### config.mk
export PLATFORM = sky130hd
export DESIGN_NAME = lidm_top
export DESIGN_NICKNAME = d
export VERILOG_FILES = /design/src/lidm_pkg.sv /design/src/lidm_top.sv
export SDC_FILE = /design/constraint.sdc
export NUM_CORES = 1
export LEC_CHECK = 0
export BUFFER_PORTS_ARGS = -buffer_cell sky130_fd_sc_hd__buf_2
export CAP_MARGIN = 20
export CORE_MARGIN = 2
export CORE_UTILIZATION = 40
export CTS_CLUSTER_DIAMETER = 60
export DETAILED_ROUTE_END_ITERATION = 8
export PLACE_DENSITY_LB_ADDON = 0.1
export SYNTH_ARGS = -nofsm -noshare
export SYNTH_HDL_FRONTEND = slang
export SYNTH_SLANG_ARGS = --single-unit
### constraint.sdc
create_clock -name i_sys_clk -period 2.9 [get_ports i_sys_clk]
set_input_delay 0.58 -clock i_sys_clk [delete_from_list [all_inputs] [get_ports i_sys_clk]]
set_output_delay 0.58 -clock i_sys_clk [all_outputs]
set_load 0.1 [all_outputs]
### src/lidm_pkg.sv
/*
  constants for the line i/o, detector multiplex and host port block.
  assumes a 50 MHz internal master clock that the clock source selection feeds.
*/
`default_nettype none
package lidm_pkg;
  // ----------------------------------------------------------------
  // timing
  // ----------------------------------------------------------------
  localparam int CLK_NS = 20;
  localparam int PULSE_NS = 31250;
  localparam int PERIOD_NS = 203125;
  localparam int MASK_NS = 15625;
  localparam int CLOCK_FAIL_FLAG_NS = 400000;
  localparam int PULSE_CYC = PULSE_NS / CLK_NS;
  localparam int PERIOD_CYC = PERIOD_NS / CLK_NS;
  localparam int MASK_CYC = (MASK_NS + CLK_NS - 1) / CLK_NS;
  localparam int CLOCK_FAIL_FLAG_CYC = CLOCK_FAIL_FLAG_NS / CLK_NS;
  localparam int CS_RST_EDGES = 16;
  // ----------------------------------------------------------------
  // geometry, fields, reset values
  // ----------------------------------------------------------------
  localparam int N_CH = 4;
  localparam int N_PINS = 5;
  localparam int CLK_SRC_BIT = 4;
  localparam int MUX_EN_BIT = 7;
  localparam int MUX_POL_BIT = 6;
  localparam int STS2_BIT = 5;
  localparam logic [3:0] RST_CHAN_MASK = 4'hF;
  // ----------------------------------------------------------------
  // host port commands
  // ----------------------------------------------------------------
  localparam logic [7:0] CMD_CHAN_MASK = 8'h4A;
  localparam logic [7:0] CMD_CLK_WR = 8'h46;
  localparam logic [7:0] CMD_CLK_RD = 8'h47;
  localparam logic [7:0] CMD_MUX_WR = 8'hC8;
  localparam logic [7:0] CMD_MUX_RD = 8'hC9;
  localparam logic [7:0] CMD_LATCH_WR = 8'h52;
  localparam logic [7:0] CMD_PIN_RD = 8'h53;
  localparam logic [7:0] CMD_DIR_WR = 8'h54;
  localparam logic [7:0] CMD_DIR_RD = 8'h55;
  localparam logic [7:0] CMD_STS_RD = 8'h57;
  typedef enum logic [1:0] {PH_CMD, PH_WDATA, PH_RDATA, PH_SKIP} lidm_phase_e;
endpackage : lidm_pkg
`default_nettype wire

### src/lidm_top.sv
/*
  line i/o pins, channel mask, clock source select and detector multiplex.
  assumes host port pins are synchronous to i_sys_clk, which is the derived master clock.
*/
`timescale 1ns/1ps
`default_nettype none
module lidm_top
  import lidm_pkg::*;
#(
  parameter int P_PERIOD_CYC = PERIOD_CYC
)(
  input wire logic i_sys_clk,
  input wire logic i_srst,
  input wire logic i_cs_n,
  input wire logic i_serial_data_clock,
  input wire logic i_sdi,
  input wire logic i_clock_valid,
  input wire logic [N_CH*N_PINS-1:0] i_line_io_pins,
  output logic [N_CH*N_PINS-1:0] o_line_io_out,
  output logic [N_CH*N_PINS-1:0] o_line_io_oe,
  output logic o_sdo,
  output logic o_sdo_oe,
  output logic o_clock_fail_flag,
  output logic o_clock_source_select,
  output logic o_detector_select_pulse,
  output logic o_detector_select_pulse_oe,
  output logic [N_CH-1:0] o_detect_status_first,
  output logic [N_CH-1:0] o_detect_status_second,
  output logic [N_CH-1:0] o_gk_debounce_in
);
  if (P_PERIOD_CYC <= PULSE_CYC + MASK_CYC || P_PERIOD_CYC >= 16384)
  begin : g_chk
    $error("period count out of range");
  end
  localparam logic [13:0] PER_C = 14'(P_PERIOD_CYC - 1);
  localparam logic [13:0] PUL_C = 14'(PULSE_CYC);
  localparam logic [13:0] MSK_C = 14'(MASK_CYC);
  localparam logic [13:0] MSK2_C = 14'(PULSE_CYC + MASK_CYC);
  localparam logic [4:0] CSR_C = 5'(CS_RST_EDGES);

  // ----------------------------------------------------------------
  // helpers
  // ----------------------------------------------------------------
  // read view of a channel's pins: latch for outputs, level for inputs
  function automatic logic [N_PINS-1:0] pin_view(input logic [N_PINS-1:0] dir,
    input logic [N_PINS-1:0] lat, input logic [N_PINS-1:0] lvl);
    pin_view = (dir & lat) | (~dir & lvl);
  endfunction : pin_view

  // lowest enabled channel answers reads
  function automatic logic [1:0] first_ch(input logic [N_CH-1:0] m);
    first_ch = m[0] ? 2'd0 : m[1] ? 2'd1 : m[2] ? 2'd2 : m[3] ? 2'd3 : 2'd0;
  endfunction : first_ch

  logic rst;
  logic cs_rst;
  logic cs_q;
  logic serial_data_clock_q;
  logic [4:0] bitcnt;
  logic [7:0] sh;
  logic [7:0] cmd;
  logic [7:0] rsh;
  lidm_phase_e phase;
  logic [N_CH-1:0] chan_mask;
  logic clk_src;
  logic mux_en;
  logic mux_pol;
  logic clk_written;
  logic [N_PINS-1:0] io_lat [N_CH];
  logic [N_PINS-1:0] io_dir [N_CH];
  logic [13:0] cnt;
  logic mux_act;
  logic pulse_on;
  logic en_first;
  logic en_second;
  logic [1:0] rc;
  logic [7:0] rd_val;
  logic [7:0] wdata;
  logic wr_go;
  logic rise;
  logic cs_up;
  logic byte_end;

  assign rst = i_srst | cs_rst;
  assign rise = i_serial_data_clock & ~serial_data_clock_q & ~i_cs_n;
  assign cs_up = i_cs_n & ~cs_q;
  assign wdata = {sh[6:0], i_sdi};
  // each byte travels in its own chip select frame, so a 16 rise frame is always a reset
  assign byte_end = rise && bitcnt[2:0] == 3'h7 && bitcnt < CSR_C;
  assign wr_go = byte_end && phase == PH_WDATA;
  assign rc = first_ch(chan_mask);
  assign mux_act = clk_src & mux_en;

  // ----------------------------------------------------------------
  // host serial port
  // ----------------------------------------------------------------
  // edge capture and reset from a long chip select
  always_ff @(posedge i_sys_clk)
  begin
    if (i_srst)
    begin
      cs_q <= 1'b1;
      serial_data_clock_q <= 1'b0;
      cs_rst <= 1'b0;
    end
    else
    begin
      cs_q <= i_cs_n;
      serial_data_clock_q <= i_serial_data_clock;
      cs_rst <= cs_up && bitcnt >= CSR_C;
    end
  end

  // read data for the command just taken
  always_comb
  begin
    rd_val = 8'h00;
    case (wdata)
      CMD_CLK_RD: rd_val[CLK_SRC_BIT] = clk_src;
      CMD_MUX_RD: rd_val = {mux_en, mux_pol, 6'h00};
      CMD_PIN_RD: rd_val = {2'b00, o_detect_status_second[rc],
        pin_view(io_dir[rc], io_lat[rc], {i_line_io_pins[rc*N_PINS+1 +: 4],
        o_detect_status_first[rc]})};
      CMD_DIR_RD: rd_val = {3'b000, io_dir[rc]};
      CMD_STS_RD: rd_val = {7'h00, o_clock_fail_flag};
      default: rd_val = 8'h00;
    endcase
  end

  // rise counter and byte shifter, cleared while chip select is high
  always_ff @(posedge i_sys_clk)
  begin
    if (rst || i_cs_n)
    begin
      bitcnt <= 5'h00;
      sh <= 8'h00;
    end
    else if (rise)
    begin
      sh <= wdata;
      if (bitcnt < CSR_C)
        bitcnt <= bitcnt + 5'h01;
    end
  end

  // command, phase and read shifter survive from the command frame to the data frame
  always_ff @(posedge i_sys_clk)
  begin
    if (rst)
    begin
      phase <= PH_CMD;
      cmd <= 8'h00;
      rsh <= 8'h00;
    end
    else if (rise)
    begin
      rsh <= {rsh[6:0], 1'b0};
      if (byte_end)
      begin
        case (phase)
          PH_CMD:
          begin
            cmd <= wdata;
            rsh <= rd_val;
            case (wdata)
              CMD_CHAN_MASK, CMD_CLK_WR, CMD_MUX_WR, CMD_LATCH_WR, CMD_DIR_WR:
                phase <= PH_WDATA;
              CMD_CLK_RD, CMD_MUX_RD, CMD_PIN_RD, CMD_DIR_RD, CMD_STS_RD:
                phase <= PH_RDATA;
              default: phase <= PH_SKIP;
            endcase
          end
          default: phase <= PH_CMD;
        endcase
      end
    end
  end

  // serial output pin
  always_ff @(posedge i_sys_clk)
  begin
    if (rst)
    begin
      o_sdo <= 1'b0;
      o_sdo_oe <= 1'b0;
    end
    else
    begin
      o_sdo <= rsh[7];
      o_sdo_oe <= ~i_cs_n && phase == PH_RDATA;
    end
  end

  // ----------------------------------------------------------------
  // configuration registers
  // ----------------------------------------------------------------
  // global settings
  always_ff @(posedge i_sys_clk)
  begin
    if (rst)
    begin
      chan_mask <= RST_CHAN_MASK;
      clk_src <= 1'b0;
      mux_en <= 1'b0;
      mux_pol <= 1'b0;
      clk_written <= 1'b0;
    end
    else if (wr_go)
    begin
      case (cmd)
        CMD_CHAN_MASK: chan_mask <= wdata[N_CH-1:0];
        CMD_CLK_WR:
        begin
          clk_src <= wdata[CLK_SRC_BIT];
          clk_written <= 1'b1;
        end
        CMD_MUX_WR:
        begin
          mux_en <= wdata[MUX_EN_BIT];
          mux_pol <= wdata[MUX_POL_BIT];
        end
        default: clk_written <= clk_written;
      endcase
    end
  end

  // per channel latches and directions, written to every enabled channel
  always_ff @(posedge i_sys_clk)
  begin
    for (int c = 0; c < N_CH; c++)
    begin
      if (rst)
      begin
        io_lat[c] <= '0;
        io_dir[c] <= '0;
      end
      else if (wr_go && chan_mask[c])
      begin
        if (cmd == CMD_LATCH_WR)
          io_lat[c] <= wdata[N_PINS-1:0];
        if (cmd == CMD_DIR_WR)
          io_dir[c] <= wdata[N_PINS-1:0];
      end
    end
  end

  // clock fail flag, low while a clock source has been written and the clock is valid
  always_ff @(posedge i_sys_clk)
  begin
    if (rst)
      o_clock_fail_flag <= 1'b1;
    else
      o_clock_fail_flag <= ~(clk_written & i_clock_valid);
  end

  // ----------------------------------------------------------------
  // select pulse and multiplexed detector
  // ----------------------------------------------------------------
  // period counter on the master clock
  always_ff @(posedge i_sys_clk)
  begin
    if (rst || !mux_act)
      cnt <= 14'd0;
    else
      cnt <= (cnt == PER_C) ? 14'd0 : cnt + 14'd1;
  end

  assign pulse_on = mux_act && cnt < PUL_C;
  assign en_second = mux_act && cnt >= MSK_C && cnt < PUL_C;
  assign en_first = !mux_act || cnt >= MSK2_C;

  // pin outputs
  always_ff @(posedge i_sys_clk)
  begin
    if (rst)
    begin
      o_line_io_out <= '0;
      o_line_io_oe <= '0;
      o_clock_source_select <= 1'b0;
      o_detector_select_pulse <= 1'b1;
      o_detector_select_pulse_oe <= 1'b0;
    end
    else
    begin
      for (int c = 0; c < N_CH; c++)
      begin
        o_line_io_out[c*N_PINS +: N_PINS] <= io_lat[c];
        o_line_io_oe[c*N_PINS +: N_PINS] <= io_dir[c];
      end
      o_clock_source_select <= clk_src;
      o_detector_select_pulse <= ~(pulse_on ^ mux_pol);
      o_detector_select_pulse_oe <= clk_src;
    end
  end

  // detect status latches and ground key source
  always_ff @(posedge i_sys_clk)
  begin
    for (int c = 0; c < N_CH; c++)
    begin
      if (rst)
      begin
        o_detect_status_first[c] <= 1'b0;
        o_detect_status_second[c] <= 1'b0;
        o_gk_debounce_in[c] <= 1'b0;
      end
      else
      begin
        if (en_first)
          o_detect_status_first[c] <= i_line_io_pins[c*N_PINS];
        if (en_second)
          o_detect_status_second[c] <= i_line_io_pins[c*N_PINS];
        o_gk_debounce_in[c] <= mux_act ? o_detect_status_second[c]
          : i_line_io_pins[c*N_PINS+1];
      end
    end
  end

  // ----------------------------------------------------------------
  // checks
  // ----------------------------------------------------------------
  logic [13:0] wid;
  always_ff @(posedge i_sys_clk)
  begin
    if (rst || !pulse_on)
      wid <= 14'd0;
    else
      wid <= wid + 14'd1;
  end
endmodule : lidm_top
`default_nettype wire

==> impl_metrics.env, run 1 <==
export IMPL_crit_fanout=12
export IMPL_powerDensity_nw_per_um2=621.5
export IMPL_rows=46
export IMPL_tns_ns=0
export IMPL_slew_headroom_pct=41.46
export IMPL_grtUsageTotal_pct=20.73
export IMPL_io_pins=84
export IMPL_drive_above_1_share_pct=20.34
export IMPL_setup_slack_ns=0.3254
export IMPL_final_net_count=774
export IMPL_routed_wl_mm=16.74
export IMPL_critPathKind="flip-flop to flip-flop"
export IMPL_swShare_pct=25.95
export IMPL_placed_area_um2=7109
export IMPL_antenna_cells=0
export IMPL_grt_pass1_vias=4915
export IMPL_synth_top_area_share_pct=35.03
export IMPL_via_per_inst=5.220
export IMPL_rsz0062_at_grt="false"
export IMPL_clock_fmax_mhz=388.4
export IMPL_cp_startpoint="bitcnt[0]$_SDFFE_PP0P_"
export IMPL_clk_pin_slew_ns=0.06
export IMPL_grt_use_met1_pct=26.57
export IMPL_p_sw_w=0.001233
export IMPL_gr_total_overflow=0
export IMPL_antenna_found_initial=0
export IMPL_synth_flop_cell="dfxtp_1"
export IMPL_grt_pass1_wl_mm=26.69
export IMPL_clk_path_buf_depth=2
export IMPL_top_usage_layer="met2"
export IMPL_vias=5079
export IMPL_drv_slew=0
export IMPL_hp_start="i_clock_valid"
export IMPL_cts_resized=0
export IMPL_holdCritPathClass="input port to flip-flop"
export IMPL_post_cts_buffers=0
export IMPL_die_area_um2=17030
export IMPL_maxCapViolCount=0
export IMPL_netlist_top_cell_by_area="dfxtp_1"
export IMPL_pwr_share_clk_pct=42.3
export IMPL_mostFrequentLayoutCell="dfxtp_1"
export IMPL_power_internal_w=0.003520
export IMPL_gp_congestion=0.8224
export IMPL_dpl_hpwl_mm=11.88
export IMPL_combPwrFrac_pct=9.6
export IMPL_post_route_period_util_pct=88.78
export IMPL_synth_edf_count=40
export IMPL_start_util_pct=40.59
export IMPL_cts_tree="done"
export IMPL_first_pass_iters=5
export IMPL_tightest_slew_ns=0.8769
export IMPL_drt_iter0_drc=368
export IMPL_core_area_um2=15770
export IMPL_synth_cell_types=57
export IMPL_yosys_warnings=0
export IMPL_pre_cts_slack_ns=0.3463
export IMPL_portBuffers=83
export IMPL_required_ns=3.24
export IMPL_die_width_um=130.5
export IMPL_seq_power_share_pct=48.0
export IMPL_cts_hold_buf=0
export IMPL_use_met2_pct=33.12
export IMPL_wl_per_cell_um=17.20
export IMPL_htreeDepth=4
export IMPL_cp_end_kind="flip-flop"
export IMPL_clock_sinks=152
export IMPL_leakagePower_nw=3.105
export IMPL_irDropWorstVdd_mv=0.3987
export IMPL_setup_viol=0
export IMPL_final_cell_mix="dfxtp_1 (112), buf_2 (83), nand2_1 (74)"
export IMPL_clk_latency_ns=0.43
export IMPL_syn_area_um2=6401
export IMPL_root_buffer="clkbuf_16"
export IMPL_critPathLaunchType="flip-flop"
export IMPL_drc_errors=0
export IMPL_postLayoutCellArea_um2=7647
export IMPL_finClkSkew_ns=0.01192
export IMPL_postSynthCellCount=662
export IMPL_cts_buffers=17
export IMPL_synthTopCellsByArea="dfxtp_1 (35%), edfxtp_1 (19%), nand2_1 (4.3%), and2_1 (4.2%), and3_1 (4.0%)"
export IMPL_ys_ff_latch=152
export IMPL_seq_area_frac_synth_pct=53.79
export IMPL_worstPathArrival_ns=2.92
export IMPL_totalPowerFinal_w=0.004753
export IMPL_fin_util_pct=48.49
export IMPL_antenna_left=0
export IMPL_grt_max_degree=34
export IMPL_synth_avg_cell_area_um2=9.669
export IMPL_hold_viol_final=0
export IMPL_synthArstFlopShare_pct=0
export IMPL_fp_dieH_um=130.5
export IMPL_syn2layout_area_growth_pct=19.47
export IMPL_met3_usage_pct=4.642
export IMPL_r2r_start="bitcnt[0]$_SDFFE_PP0P_"
export IMPL_status="completed"
export IMPL_syn_num_nets=692
export IMPL_period_minus_slack_ns=2.575
-- state kept, by name (all words and copies together) (netlist names), 2 cells and up --
signal / count
io_dir: 20
io_lat: 20
o_line_io_oe: 20
o_line_io_out: 20
cnt: 14
cmd: 8
rsh: 8
sh: 7
bitcnt: 5
chan_mask: 4
o_detect_status_first: 4
o_detect_status_second: 4
o_gk_debounce_in: 4
phase: 2
-- worst max-delay path: stages (launching register included) --
cell	delay [ns]
dfxtp_1	0.39
ha_1	0.20
ha_1	0.18
or4b_1	0.61
or3_4	0.48
nor3_4	0.24
nand3_1	0.13
o31ai_1	0.26
-- stage by stage --
stage,std cells,hold WS (ns)
CTS,973,0.3403
finish,973,0.3440
floorplan,662,0.3679
detailed placement,941,0.3813
global placement,941,0.3770
global route,973,0.3488
-- layout make-up --
class | count | area [um^2]
multi-input cells | 453 | 2740
fillers | 1530 | 8123
clock inverters | 8 | 45.04
well taps | 216 | 270.3
inverters | 10 | 37.54
flip-flops and latches | 152 | 3443
repair buffers | 110 | 618.1
clock buffers | 24 | 493.0
-- power groups by stage --
| stage | clock [W] | combinational [W] | sequential [W] |
|---|---|---|---|
| CTS | 0.00205 | 0.000460 | 0.00228 |
| detailed placement | 0 | 0.000460 | 0.00233 |
| floorplan | 0 | 0.0000966 | 0.00258 |
| finish | 0.00201 | 0.000458 | 0.00228 |
| global placement | 0 | 0.000457 | 0.00233 |
| global route | 0.00214 | 0.000481 | 0.00229 |
-- path summary, 6_finish.rpt --
kind	to	slack (ns)	cells past startpoint
setup / recovery	rsh[2]$_SDFFE_PP0N_	0.33	7
hold / removal	o_clock_fail_flag$_SDFF_PP1_	0.34	2
setup reg to reg	rsh[2]$_SDFFE_PP0N_	0.33	7
hold reg to reg	cs_rst$_SDFF_PP0_	0.39	1
-- metal layers --
| layer | up-vias | wire length (um) |
|---|---|---|
| li1 | 2507 | - |
| met1 | 2403 | 7545 |
| met2 | 134 | 7913 |
| met3 | 35 | 726 |
| met4 | 0 | 551 |
| met5 | - | 0 |
-- cell usage after synthesis (3+ instances only) --
library cell and instances:
nand4_1 3, buf_2 4, nor3_1 5, nor4b_1 4, xor2_1 9, o22ai_1 6
or3_1 5, inv_1 10, mux2i_1 16, nand2b_1 5, xnor2_1 5, ha_1 4
nor3b_1 11, a21oi_1 51, or2_2 4, a311oi_1 3, o21ai_0 21, o31ai_1 19
o211ai_1 10, dfxtp_1 112, nor2b_1 10, nand2_1 74, and3_1 41, clkbuf_1 39
edfxtp_1 40, and2_1 43, nor2_1 45, nor3_2 3, nand3_1 22
-- cells by family after synthesis --
family | Yosys count | synth area share (%)
AO/OA/AOI/OAI | 126 | 12.08
XOR/XNOR | 14 | 1.916
adder cells (fa/ha/maj) | 4 | 0.7819
buffers and inverters | 57 | 3.518
flip-flops | 152 | 53.79
multiplexers | 18 | 3.030
AND/OR/NAND/NOR | 291 | 24.88
Note: power is estimated with default switching activity, not from simulation.
==> inputs of run 2 (changes only) <==
- CAP_MARGIN: 20 -> unset
- PLACE_DENSITY: unset -> 0.56
- PLACE_DENSITY_LB_ADDON: 0.1 -> unset
==> run 2 against run 1 <==
Compared with the run above:
- clock power is 13% higher
- design area is 1.5% higher
- maximum frequency is 0.73% higher
- critical endpoint unchanged
- sequential share of layout area is 0.67 points lower
- critical path type unchanged
- routed wire length is 2.4% lower
==> impl_metrics.env, run 2 (same netlist as run 1, synthesis figures left out) <==
export IMPL_fp_dieH_um=130.5
export IMPL_tns_ns=0
export IMPL_rsz0062_at_grt="false"
export IMPL_cp_end_kind="flip-flop"
export IMPL_vias=5102
export IMPL_clock_fmax_mhz=391.3
export IMPL_grt_max_degree=34
export IMPL_post_cts_buffers=0
export IMPL_drv_slew=0
export IMPL_gr_total_overflow=0
export IMPL_portBuffers=83
export IMPL_finClkSkew_ns=0.008964
export IMPL_irDropWorstVdd_mv=0.3905
export IMPL_fillers=1515
export IMPL_crit_fanout=12
export IMPL_leakagePower_nw=3.159
export IMPL_rows=46
export IMPL_p_sw_w=0.001253
export IMPL_final_cell_mix="dfxtp_1 (112), buf_2 (83), nand2_1 (74)"
export IMPL_holdCritPathClass="input port to flip-flop"
export IMPL_io_pins=84
export IMPL_maxCapViolCount=0
export IMPL_via_per_inst=5.217
export IMPL_clk_path_buf_depth=2
export IMPL_grt_pass1_vias=4874
export IMPL_wl_per_cell_um=16.70
export IMPL_dpl_hpwl_mm=11.64
export IMPL_cp_startpoint="bitcnt[0]$_SDFFE_PP0P_"
export IMPL_htreeDepth=4
export IMPL_die_width_um=130.5
export IMPL_first_pass_iters=5
export IMPL_mostFrequentLayoutCell="dfxtp_1"
export IMPL_grtUsageTotal_pct=19.85
export IMPL_core_area_um2=15770
export IMPL_gp_congestion=0.8841
export IMPL_post_route_period_util_pct=88.13
export IMPL_hold_viol_final=0
export IMPL_powerDensity_nw_per_um2=644.7
export IMPL_combPwrFrac_pct=9.1
export IMPL_cts_hold_buf=0
export IMPL_syn2layout_area_growth_pct=21.29
export IMPL_drc_errors=0
export IMPL_drive_above_1_share_pct=21.00
export IMPL_grt_pass1_wl_mm=25.81
export IMPL_pwr_share_clk_pct=45.3
export IMPL_required_ns=3.24
export IMPL_tightest_slew_ns=0.8872
export IMPL_routed_wl_mm=16.33
export IMPL_status="completed"
export IMPL_r2r_slack_ns=0.34
export IMPL_start_util_pct=40.59
export IMPL_drt_iter0_drc=318
export IMPL_antenna_found_initial=0
export IMPL_die_area_um2=17030
export IMPL_antenna_cells=0
export IMPL_setup_viol=0
export IMPL_cts_buffers=17
export IMPL_final_net_count=779
export IMPL_swShare_pct=25.03
export IMPL_hp_start="i_clock_valid"
export IMPL_period_minus_slack_ns=2.556
export IMPL_cts_tree="done"
export IMPL_antenna_left=0
export IMPL_power_internal_w=0.003752
export IMPL_fin_util_pct=49.23
export IMPL_critPathKind="flip-flop to flip-flop"
export IMPL_cts_resized=0
export IMPL_critPathLaunchType="flip-flop"
export IMPL_clk_pin_slew_ns=0.06
export IMPL_seq_power_share_pct=45.6
export IMPL_clk_latency_ns=0.42
export IMPL_clock_sinks=152
export IMPL_worstPathArrival_ns=2.89
export IMPL_r2r_start="bitcnt[0]$_SDFFE_PP0P_"
export IMPL_slew_headroom_pct=40.77
export IMPL_root_buffer="clkbuf_16"
run 2: per-stage QoR:
| step | worst slack [ns] | total power, W | area [um^2] | instances | hold WS, ns |
|---|---|---|---|---|---|
| after floorplan | 0.3922 | 0.002674 | 6401 | 662 | 0.3679 |
| after global placement | 0.4750 | 0.002785 | 7147 | 946 | 0.3759 |
| after detailed placement | 0.3813 | 0.002785 | 7147 | 946 | 0.3800 |
| after CTS | 0.3527 | 0.005059 | 7764 | 978 | 0.3235 |
| after global routing | 0.1327 | 0.005192 | 7764 | 978 | 0.3355 |
| final | 0.3442 | 0.005005 | 7764 | 978 | 0.3413 |
run 2: layer usage:
layer	vias up	track usage, %	part of all wire [%]
met1	2448	24.86	45
met3	19	4.560	3.5
met5	-	0	0
met4	0	7.259	1.3
met2	123	33.61	50
li1	2512	-	-
run 2: power groups by stage:
stage	combinational, W	clock [W]	sequential [W]
floorplan	0.0000966	0	0.00258
global placement	0.000456	0	0.00233
detailed placement	0.000457	0	0.00233
CTS	0.000458	0.00232	0.00228
global route	0.000479	0.00242	0.00229
finish	0.000456	0.00227	0.00228
run 2: worst paths after layout:
path	end	depth (start not counted)
min	o_clock_fail_flag$_SDFF_PP1_	2
min reg2reg	o_clock_fail_flag$_SDFF_PP1_	1
max	rsh[2]$_SDFFE_PP0N_	7
max reg2reg	rsh[2]$_SDFFE_PP0N_	7
run 2: area by class of cell:
| cell class | instances | area [um^2] | area share (%) |
|---|---|---|---|
| Clock buffer | 22 | 506.7 | 6.527 |
| Inverter | 10 | 37.54 | 0.4835 |
| Sequential cell | 152 | 3443 | 44.35 |
| Multi-Input combinational cell | 453 | 2740 | 35.29 |
| Timing Repair Buffer | 115 | 655.6 | 8.445 |
| Clock inverter | 10 | 110.1 | 1.418 |
| Tap cell | 216 | 270.3 | 3.481 |
run 2: worst max-delay path, stage by stage, from the launching register on:
cell and delay [ns]:
dfxtp_1 0.37, ha_1 0.19, ha_1 0.18, or4b_1 0.60, or3_4 0.47, nor3_4 0.23, nand3_1 0.14, o31ai_1 0.28
